$ cat config.mk
export PLATFORM = sky130hd
export DESIGN_NAME = cale_exec
export DESIGN_NICKNAME = d
export VERILOG_FILES = /design/src/cale_pkg.sv /design/src/cale_exec.sv
export SDC_FILE = /design/constraint.sdc
export NUM_CORES = 1
export LEC_CHECK = 0
export BUFFER_PORTS_ARGS = -buffer_cell sky130_fd_sc_hd__clkbuf_2
export CAP_MARGIN = 10
export CORE_MARGIN = 2
export CORE_UTILIZATION = 45
export CTS_CLUSTER_DIAMETER = 120
export DETAILED_ROUTE_END_ITERATION = 12
export GPL_TIMING_DRIVEN = 0
export PLACE_DENSITY_LB_ADDON = 0.3
export SYNTH_ARGS = -nofsm -noshare
export SYNTH_HDL_FRONTEND = slang
export SYNTH_SLANG_ARGS = --single-unit
$ cat constraint.sdc
create_clock -name clk_sys -period 3.16 [get_ports clk_sys]
set_clock_uncertainty 0.1 [all_clocks]
set_input_delay 0.474 -clock clk_sys [delete_from_list [all_inputs] [get_ports clk_sys]]
set_output_delay 0.474 -clock clk_sys [all_outputs]
set_load 0.01 [all_outputs]
$ cat src/cale_pkg.sv
// Package: opcodes, flag positions, cycle counts and carriers for the exec block
package cale_pkg;

  // ----------------------------------------
  // Operation codes from the sequencer
  // ----------------------------------------
  typedef enum logic [5:0] {
    CALE_OP_NONE,
    CALE_OP_ADD_REGS,
    CALE_OP_ADD_CARRY_REGS,
    CALE_OP_WORD_IMMEDIATE_SUM,
    CALE_OP_DIFFERENCE_REGS,
    CALE_OP_DIFFERENCE_IMMEDIATE,
    CALE_OP_BORROW_DIFFERENCE_REGS,
    CALE_OP_BORROW_DIFFERENCE_IMMEDIATE,
    CALE_OP_WORD_IMMEDIATE_DIFFERENCE,
    CALE_OP_CONJ_REGS,
    CALE_OP_BITWISE_CONJ_IMMEDIATE,
    CALE_OP_DISJ_REGS,
    CALE_OP_BITWISE_DISJ_IMMEDIATE,
    CALE_OP_EXCLUSIVE_DISJ_REGS,
    CALE_OP_ONES_INVERSION,
    CALE_OP_TWOS_INVERSION,
    CALE_OP_SET_BITS_MASK,
    CALE_OP_CLEAR_BITS_MASK,
    CALE_OP_PLUS_ONE,
    CALE_OP_MINUS_ONE,
    CALE_OP_ZERO_SIGN_CHECK,
    CALE_OP_ZERO_REGISTER,
    CALE_OP_ALL_ONES_LOAD,
    CALE_OP_RELATIVE_GOTO,
    CALE_OP_POINTER_GOTO,
    CALE_OP_ABSOLUTE_GOTO,
    CALE_OP_RELATIVE_SUBROUTINE_ENTRY,
    CALE_OP_POINTER_SUBROUTINE_ENTRY,
    CALE_OP_ABSOLUTE_SUBROUTINE_ENTRY,
    CALE_OP_SUBROUTINE_EXIT,
    CALE_OP_INTERRUPT_EXIT,
    CALE_OP_EQUAL_SKIP,
    CALE_OP_COMPARE_REGS,
    CALE_OP_COMPARE_REGS_BORROW,
    CALE_OP_COMPARE_IMMEDIATE
  } cale_op_t;

  // ----------------------------------------
  // Status register bit positions
  // ----------------------------------------
  localparam int CALE_FLAG_C = 0;
  localparam int CALE_FLAG_Z = 1;
  localparam int CALE_FLAG_N = 2;
  localparam int CALE_FLAG_V = 3;
  localparam int CALE_FLAG_S = 4;
  localparam int CALE_FLAG_H = 5;
  localparam int CALE_FLAG_T = 6;
  localparam int CALE_FLAG_I = 7;

  // ----------------------------------------
  // Constants and cycle counts
  // ----------------------------------------
  localparam logic [7:0]  CALE_ALL_ONES   = 8'hff;
  localparam logic [7:0]  CALE_ALL_ZERO   = 8'h00;
  localparam logic [7:0]  CALE_SREG_RESET = 8'h00;
  localparam logic [15:0] CALE_PC_RESET   = 16'h0000;
  localparam logic [15:0] CALE_PC_STEP    = 16'h0001;
  localparam logic [15:0] CALE_SKIP_SHORT = 16'h0002;
  localparam logic [15:0] CALE_SKIP_LONG  = 16'h0003;
  localparam logic [2:0]  CALE_CYC_ONE    = 3'h1;
  localparam logic [2:0]  CALE_CYC_TWO    = 3'h2;
  localparam logic [2:0]  CALE_CYC_THREE  = 3'h3;
  localparam logic [2:0]  CALE_CYC_FOUR   = 3'h4;

  // ----------------------------------------
  // Carriers
  // ----------------------------------------
  typedef struct packed {
    cale_op_t    op;        // Operation to execute
    logic [7:0]  rd;        // Destination / low of pair
    logic [7:0]  rdHigh;    // High of register pair
    logic [7:0]  rr;        // Source register
    logic [7:0]  k;         // Immediate constant
    logic [15:0] offset;    // Signed relative offset
    logic [15:0] target;    // Absolute address operand
    logic [15:0] zPtr;      // Z pointer pair
    logic [15:0] stackPc;   // Popped return address
    logic        nextLong;  // Skipped instruction is two words
  } cale_req_t;

  typedef struct packed {
    logic [7:0]  res;       // Result low byte
    logic [7:0]  resHigh;   // Result high byte for word ops
    logic        wrLow;     // Write result to rd
    logic        wrHigh;    // Write resHigh to pair high
    logic        push;      // Push return address
    logic [15:0] pushPc;    // Return address to push
  } cale_res_t;

endpackage : cale_pkg

$ cat src/cale_exec.sv
// Execution unit for arithmetic, logic and control-flow instructions
`timescale 1ns/1ps
module cale_exec
  import cale_pkg::*;
(
  input  wire logic        clk_sys,   // Core clock, 200 MHz
  input  wire logic        rstn,      // Async reset, active low
  input  wire logic        clkEn,     // Freezes all state when low
  input  wire logic        reqValid,  // Sequencer issues an instruction
  input  wire cale_req_t   req,       // Instruction and operands
  output logic             busy,      // Multi-cycle instruction in progress
  output logic             done,      // Instruction retires this cycle
  output cale_res_t        result,    // Registered result
  output logic [7:0]       sreg,      // Status register
  output logic [15:0]      pc         // Program counter
);

  // ----------------------------------------
  // State
  // ----------------------------------------
  typedef enum logic [0:0] {CALE_IDLE, CALE_WAIT} cale_state_t;

  cale_state_t state_q, state_d;   // Sequencing state
  logic [2:0]  cnt_q, cnt_d;       // Remaining cycles
  logic [7:0]  sreg_q, sreg_d;     // Flags
  logic [15:0] pc_q, pc_d;         // Program counter
  cale_res_t   res_q, res_d;       // Result carrier

  // ----------------------------------------
  // Byte add/sub with carry-in: returns {H,V,C,sum}
  // ----------------------------------------
  function automatic logic [10:0] cale_addsub(input logic [7:0] a, input logic [7:0] b,
                                              input logic cin, input logic sub);
    logic [8:0] s;
    logic [7:0] r;
    logic       h, v, c;
    s = sub ? ({1'b0, a} - {1'b0, b} - {8'h00, cin}) : ({1'b0, a} + {1'b0, b} + {8'h00, cin});
    r = s[7:0];
    c = s[8];
    if (sub) begin
      h = (~a[3] & b[3]) | (b[3] & r[3]) | (r[3] & ~a[3]);
      v = (a[7] & ~b[7] & ~r[7]) | (~a[7] & b[7] & r[7]);
    end else begin
      h = (a[3] & b[3]) | (b[3] & ~r[3]) | (~r[3] & a[3]);
      v = (a[7] & b[7] & ~r[7]) | (~a[7] & ~b[7] & r[7]);
    end
    return {h, v, c, r};
  endfunction : cale_addsub

  // ----------------------------------------
  // Next-state logic
  // ----------------------------------------
  always_comb begin
    logic [10:0] ar;
    logic [16:0] w;
    logic [15:0] pair;
    logic [7:0]  lg;
    logic [7:0]  f;
    logic [2:0]  cyc;
    logic        fArith, fLogic, fWord, keepC;
    ar     = '0;
    w      = '0;
    lg     = '0;
    cyc    = CALE_CYC_ONE;
    fArith = 1'b0;
    fLogic = 1'b0;
    fWord  = 1'b0;
    keepC  = 1'b0;
    pair   = {req.rdHigh, req.rd};
    f      = sreg_q;
    state_d = state_q;
    cnt_d   = cnt_q;
    sreg_d  = sreg_q;
    pc_d    = pc_q;
    res_d   = res_q;
    res_d.wrLow  = 1'b0;
    res_d.wrHigh = 1'b0;
    res_d.push   = 1'b0;
    case (state_q)
      CALE_IDLE: begin
        if (reqValid) begin
          pc_d = pc_q + CALE_PC_STEP;                   // Default fall-through
          case (req.op)
            CALE_OP_ADD_REGS: begin
              ar = cale_addsub(req.rd, req.rr, 1'b0, 1'b0);
              fArith = 1'b1;
            end
            CALE_OP_ADD_CARRY_REGS: begin
              ar = cale_addsub(req.rd, req.rr, sreg_q[CALE_FLAG_C], 1'b0);
              fArith = 1'b1;
            end
            CALE_OP_DIFFERENCE_REGS: begin
              ar = cale_addsub(req.rd, req.rr, 1'b0, 1'b1);
              fArith = 1'b1;
            end
            CALE_OP_DIFFERENCE_IMMEDIATE: begin
              ar = cale_addsub(req.rd, req.k, 1'b0, 1'b1);
              fArith = 1'b1;
            end
            CALE_OP_BORROW_DIFFERENCE_REGS: begin
              ar = cale_addsub(req.rd, req.rr, sreg_q[CALE_FLAG_C], 1'b1);
              fArith = 1'b1;
            end
            CALE_OP_BORROW_DIFFERENCE_IMMEDIATE: begin
              ar = cale_addsub(req.rd, req.k, sreg_q[CALE_FLAG_C], 1'b1);
              fArith = 1'b1;
            end
            CALE_OP_TWOS_INVERSION: begin
              ar = cale_addsub(CALE_ALL_ZERO, req.rd, 1'b0, 1'b1);
              fArith = 1'b1;
            end
            CALE_OP_COMPARE_REGS, CALE_OP_COMPARE_REGS_BORROW, CALE_OP_COMPARE_IMMEDIATE: begin
              // Flags only, destination untouched
              ar = cale_addsub(req.rd,
                               (req.op == CALE_OP_COMPARE_IMMEDIATE) ? req.k : req.rr,
                               (req.op == CALE_OP_COMPARE_REGS_BORROW) & sreg_q[CALE_FLAG_C],
                               1'b1);
              fArith = 1'b1;
            end
            CALE_OP_ONES_INVERSION: begin
              lg = CALE_ALL_ONES - req.rd;
              fLogic = 1'b1;
              keepC  = 1'b1;
            end
            CALE_OP_CONJ_REGS:              lg = req.rd & req.rr;
            CALE_OP_BITWISE_CONJ_IMMEDIATE: lg = req.rd & req.k;
            CALE_OP_DISJ_REGS:              lg = req.rd | req.rr;
            CALE_OP_BITWISE_DISJ_IMMEDIATE: lg = req.rd | req.k;
            CALE_OP_EXCLUSIVE_DISJ_REGS:    lg = req.rd ^ req.rr;
            CALE_OP_SET_BITS_MASK:          lg = req.rd | req.k;
            CALE_OP_CLEAR_BITS_MASK:        lg = req.rd & (CALE_ALL_ONES - req.k);
            CALE_OP_PLUS_ONE:               lg = req.rd + 8'h01;
            CALE_OP_MINUS_ONE:              lg = req.rd - 8'h01;
            CALE_OP_ZERO_SIGN_CHECK:        lg = req.rd & req.rd;
            CALE_OP_ZERO_REGISTER:          lg = req.rd ^ req.rd;
            CALE_OP_ALL_ONES_LOAD: begin
              res_d.res   = CALE_ALL_ONES;
              res_d.wrLow = 1'b1;
            end
            CALE_OP_WORD_IMMEDIATE_SUM: begin
              w = {1'b0, pair} + {9'h000, req.k};
              fWord = 1'b1;
              cyc = CALE_CYC_TWO;
            end
            CALE_OP_WORD_IMMEDIATE_DIFFERENCE: begin
              w = {1'b0, pair} - {9'h000, req.k};
              fWord = 1'b1;
              cyc = CALE_CYC_TWO;
            end
            CALE_OP_RELATIVE_GOTO: begin
              pc_d = pc_q + req.offset + CALE_PC_STEP;
              cyc  = CALE_CYC_TWO;
            end
            CALE_OP_POINTER_GOTO: begin
              pc_d = req.zPtr;
              cyc  = CALE_CYC_TWO;
            end
            CALE_OP_ABSOLUTE_GOTO: begin
              pc_d = req.target;
              cyc  = CALE_CYC_THREE;
            end
            CALE_OP_RELATIVE_SUBROUTINE_ENTRY: begin
              pc_d = pc_q + req.offset + CALE_PC_STEP;
              res_d.push   = 1'b1;
              res_d.pushPc = pc_q + CALE_PC_STEP;
              cyc = CALE_CYC_THREE;
            end
            CALE_OP_POINTER_SUBROUTINE_ENTRY: begin
              pc_d = req.zPtr;
              res_d.push   = 1'b1;
              res_d.pushPc = pc_q + CALE_PC_STEP;
              cyc = CALE_CYC_THREE;
            end
            CALE_OP_ABSOLUTE_SUBROUTINE_ENTRY: begin
              pc_d = req.target;
              res_d.push   = 1'b1;
              res_d.pushPc = pc_q + CALE_SKIP_SHORT;      // Past the two-word call
              cyc = CALE_CYC_FOUR;
            end
            CALE_OP_SUBROUTINE_EXIT: begin
              pc_d = req.stackPc;
              cyc  = CALE_CYC_FOUR;
            end
            CALE_OP_INTERRUPT_EXIT: begin
              pc_d = req.stackPc;
              sreg_d[CALE_FLAG_I] = 1'b1;
              cyc  = CALE_CYC_FOUR;
            end
            CALE_OP_EQUAL_SKIP: begin
              if (req.rd == req.rr) begin
                pc_d = pc_q + (req.nextLong ? CALE_SKIP_LONG : CALE_SKIP_SHORT);
                cyc  = req.nextLong ? CALE_CYC_THREE : CALE_CYC_TWO;
              end
            end
            default: ;                                    // No operation
          endcase
          // Byte arithmetic: write unless compare
          if (fArith) begin
            f[CALE_FLAG_H] = ar[10];
            f[CALE_FLAG_V] = ar[9];
            f[CALE_FLAG_C] = ar[8];
            f[CALE_FLAG_N] = ar[7];
            f[CALE_FLAG_Z] = (ar[7:0] == CALE_ALL_ZERO);
            res_d.res   = ar[7:0];
            res_d.wrLow = !(req.op inside {CALE_OP_COMPARE_REGS, CALE_OP_COMPARE_REGS_BORROW,
                                           CALE_OP_COMPARE_IMMEDIATE});
            sreg_d = f;
          end
          // Logic group: Z N V, V cleared except plus/minus one set it on overflow; ones inversion also sets C
          if (fLogic || req.op inside {CALE_OP_CONJ_REGS, CALE_OP_BITWISE_CONJ_IMMEDIATE,
              CALE_OP_DISJ_REGS, CALE_OP_BITWISE_DISJ_IMMEDIATE, CALE_OP_EXCLUSIVE_DISJ_REGS,
              CALE_OP_SET_BITS_MASK, CALE_OP_CLEAR_BITS_MASK, CALE_OP_PLUS_ONE,
              CALE_OP_MINUS_ONE, CALE_OP_ZERO_SIGN_CHECK, CALE_OP_ZERO_REGISTER}) begin
            f[CALE_FLAG_Z] = (lg == CALE_ALL_ZERO);
            f[CALE_FLAG_N] = lg[7];
            f[CALE_FLAG_V] = 1'b0;
            if (req.op == CALE_OP_PLUS_ONE)  f[CALE_FLAG_V] = (lg == 8'h80);
            if (req.op == CALE_OP_MINUS_ONE) f[CALE_FLAG_V] = (lg == 8'h7f);
            if (keepC) f[CALE_FLAG_C] = 1'b1;
            res_d.res   = lg;
            res_d.wrLow = (req.op != CALE_OP_ZERO_SIGN_CHECK);
            sreg_d = f;
          end
          // Word group: Z C N V S
          if (fWord) begin
            f[CALE_FLAG_Z] = (w[15:0] == 16'h0000);
            f[CALE_FLAG_N] = w[15];
            f[CALE_FLAG_C] = w[16];
            f[CALE_FLAG_V] = (req.op == CALE_OP_WORD_IMMEDIATE_SUM) ? (~pair[15] & w[15])
                                                                      : (pair[15] & ~w[15]);
            f[CALE_FLAG_S] = f[CALE_FLAG_N] ^ f[CALE_FLAG_V];
            res_d.res     = w[7:0];
            res_d.resHigh = w[15:8];
            res_d.wrLow   = 1'b1;
            res_d.wrHigh  = 1'b1;
            sreg_d = f;
          end
          if (cyc != CALE_CYC_ONE) begin                  // Hold off further requests
            state_d = CALE_WAIT;
            cnt_d   = cyc - CALE_CYC_ONE;
          end
        end
      end
      CALE_WAIT: begin
        cnt_d = cnt_q - CALE_CYC_ONE;
        if (cnt_q == CALE_CYC_ONE) state_d = CALE_IDLE;
      end
      default: state_d = CALE_IDLE;
    endcase
  end

  // ----------------------------------------
  // Registers
  // ----------------------------------------
  always_ff @(posedge clk_sys or negedge rstn) begin
    if (!rstn) begin
      state_q <= CALE_IDLE;
      cnt_q   <= '0;
      sreg_q  <= CALE_SREG_RESET;
      pc_q    <= CALE_PC_RESET;
      res_q   <= '0;
    end else if (clkEn) begin
      state_q <= state_d;
      cnt_q   <= cnt_d;
      sreg_q  <= sreg_d;
      pc_q    <= pc_d;
      res_q   <= res_d;
    end
  end

  // Retire pulse: last cycle of a wait, or an issue that stays idle
  // Reuses the next-state decode so cycle counts live in one place only
  assign busy   = (state_q == CALE_WAIT);
  assign done   = clkEn & ((state_q == CALE_IDLE & reqValid & state_d == CALE_IDLE) |
                           (busy & cnt_q == CALE_CYC_ONE));
  assign result = res_q;
  assign sreg   = sreg_q;
  assign pc     = pc_q;

endmodule : cale_exec

==> impl_metrics.ini <==
[run_status]
status = finished with violations
failed_checks = negative setup slack

[pwr]
p_leak_nw = 6.03
peakVddDrop_mv = 0.276
p_per_area_mw_per_mm2 = 474
p_sw_share_pct = 49.1
pwr-share-comb_pct = 64.1
p_total_mw = 6.61
p_int_mw = 3.36
p_sw_mw = 3.25
seqPwrFrac_pct = 21.5
power.clock.fraction_pct = 14.4

[place]
dp_hpwl_um = 33000
place.gp.congestion = 1.05
port-buffer-count = 163
pre_cts_slack_ps = -1840

[worst_setup_path]
critPathMaxStageDelay_ps = 470
setup.worst_path.class = in -> reg
arrival_ps = 4080
cp_slowest_cell = or4_4
startpoint_type = input port
cp.required_ps = 3280
crit_top_cell = o21ai_4
worstPathBufferInverterCount = 4
cpLargestDelayFamily = simple AND/OR/NAND/NOR gates
end_kind = flop
crit_chain = buf_12, nor4b_4, buf_6, nand2_8, buf_8, nand2_4, o21ai_4, fa_2, inv_2, ha_4, and2_4, o21ai_4, a32oi_2, xor2_1, mux2_4, o2111ai_4, a211o_1, or4_4, o32a_1
crit_fanout = 7

[finish]
fin_util_pct = 62.0
area_growth_pct = 36.1
layout.nets = 1872
drive_above_1_share_pct = 30.1

[worst_hold_path]
min_path_type = in -> reg

[timing]
worst_pin_slew_ps = 882
slew-limit-headroom_pct = 39.7
worst_slack_ps = -796
finalSetupViolations = 16
hold_violations = 0
rsz0062_at_grt = true
min_period_ps = 3960
min_period_over_period_pct = 125
fin_tns_setup_ps = -6460
drv_slew = 0
fmax_ghz = 0.253

[flow_run]
cap_violations = 0

[floorplan]
rows = 55
core_area_mm2 = 0.0225
die_area_mm2 = 0.0240
die_h_um = 155
initial_utilization_pct = 45.5
top_level_ports = 168
dieWidth_um = 155

[synthesis]
synth_area_leader_cell = dfrtp_1
ys_warn_count = 0
synth_top_area_share_pct = 15.1
yosysUniqueCellTypes = 85
syn_area_mm2 = 0.0102
syn-num-nets = 1614
synth_cells = 1394
synth-async-reset-ratio_pct = 100
ys_ff_latch = 62
synth_commonest_cells = nand2_1, nor2_1, a21oi_1, ha_1, o21ai_0
synth_ff_type = dfrtp_1
yosysSeqAreaShare_pct = 15.1
synth_edf_count = 0
yosys-top-cells-area = dfrtp_1, ha_1, nand2_1
syn_area_per_cell_um2 = 7.35
yosysMostFrequentCell = nand2_1

[clock_tree]
cts_root_buffer = clkbuf_16
clk_latency_ps = 340
cts_buffer_depth = 2
cts_tree = yes
clkTransAtPathRegs_ps = 60
cts_buffers = 9
htree_levels = 3
clock-sinks = 62

[grt]
overflow = 0
grt_max_degree = 62
grt_pass1_vias = 11600
grt.total_usage_pct = 34.6
grt_antenna_before_repair = 0
grt_pass1_wl_um = 65200

[routing]
firstDrtPassIters = 6
post_drt_wl_per_cell_um = 22.7
vias = 12800
wl_um = 44100
drc_errors = 0
antenna_left = 0
via_per_inst = 6.56
drt_iter0_drc = 1521
[what timing repair did]
action	in CTS	in global routing
pin swaps	35	70
gates resized for setup	177	162
hold endpoints to repair	1	0
buffers inserted	57	30
gates cloned	1	0
hold buffers	1	0
setup endpoints to repair	43	57
[cell families (layout without fill, tap and decap cells)]
| group | count (synthesis) | in the layout | synth area share, % |
|---|---|---|---|
| simple gates | 520 | 520 | 25.1 |
| compound gates | 460 | 460 | 31.1 |
| buf+inv | 142 | 405 | 5.40 |
| fa+ha+maj | 113 | 113 | 14.6 |
| xor+xnor | 79 | 79 | 6.88 |
| flops | 62 | 62 | 15.1 |
| mux | 17 | 17 | 1.76 |
| other cells | 1 | 2 | 0.0366 |
[power by group through the flow]
| stage | registers [mW] | logic (mW) | clock network, mW |
|---|---|---|---|
| 6_report | 1.42 | 4.24 | 0.954 |
| 3_5_place_dp | 1.42 | 3.65 | 0 |
| 3_3_place_gp | 1.42 | 3.60 | 0 |
| 2_1_floorplan | 1.44 | 2.42 | 0 |
| 5_1_grt | 1.45 | 4.58 | 0.994 |
| 4_1_cts | 1.41 | 3.90 | 0.956 |
[tightest hold or removal path, cell delays in order]
cell and delay, ps:
clkbuf_2 80, nand2_1 50, a41oi_1 110
[final timing paths]
kind                       cells past startpoint  slack (ps)  startpoint        end
setup / recovery                              19        -800    req[100]    sreg[3]
hold / removal                                 3         330     req[35]      pc[2]
setup reg to reg                              13        -490     sreg[0]    sreg[3]
hold reg to reg                                1         380   result[5]  result[5]
max in group asynchronous                      3        2060        rstn      pc[0]
min in group asynchronous                      2         390        rstn      pc[9]
[placed cells by master, fill, tap and decap left out, drive strengths merged, types with 8 or more instances in the layout]
master / instances
inv: 71
nor4: 12
o221ai: 10
a221oi: 20
nand2b: 24
nand4: 15
or2: 12
mux2: 8
and3: 16
mux2i: 9
nor2: 125
nand3: 54
o21ai: 93
xnor2: 49
clkbuf: 208
or3: 11
o2111ai: 9
a211o: 10
o211ai: 17
fa: 11
and2: 15
ha: 102
o22ai: 14
a211oi: 15
a22oi: 15
o21a: 19
nand2: 139
a21oi: 103
buf: 114
xor2: 29
nor3: 42
a31oi: 16
dfrtp: 62
a311oi: 9
o31ai: 8
a21o: 22
nor2b: 19
[cell type report]
cell class / count / area [um2]
Antenna cell: 1 / 2.50
Buffer: 64 / 420
Clock buffer: 9 / 225
Clock inverter: 7 / 55.1
Fill cell: 1980 / 8550
Inverter: 74 / 308
Multi-Input combinational cell: 1190 / 9400
Sequential cell: 62 / 1550
Tap cell: 285 / 357
Timing Repair Buffer: 251 / 1640
[per-stage QoR]
| stage | instance area [um2] | cells | hold slack, ps |
|---|---|---|---|
| 2_1_floorplan | 10400 | 1394 | 78.4 |
| 3_3_place_gp | 11600 | 1842 | 365 |
| 3_5_place_dp | 11600 | 1845 | 197 |
| 4_1_cts | 13100 | 1916 | 326 |
| 5_1_grt | 14000 | 1942 | 334 |
| 6_report | 14000 | 1943 | 333 |
[routing by layer]
layer	global-route usage (%)	up-vias	part of all wire, %
met2	53.4	817	44
met5	0	-	0
li1	-	5744	-
met4	15.4	0	4.9
met3	6.63	157	11
met1	47.2	6035	40
[sequential cells by signal (all words and copies together) (netlist names)]
| register | cells |
|---|---|
| result | 35 |
| pc | 16 |
| sreg | 7 |
| cnt_q | 3 |
| busy | 1 |
Note: power is estimated with default switching activity, not from simulation.
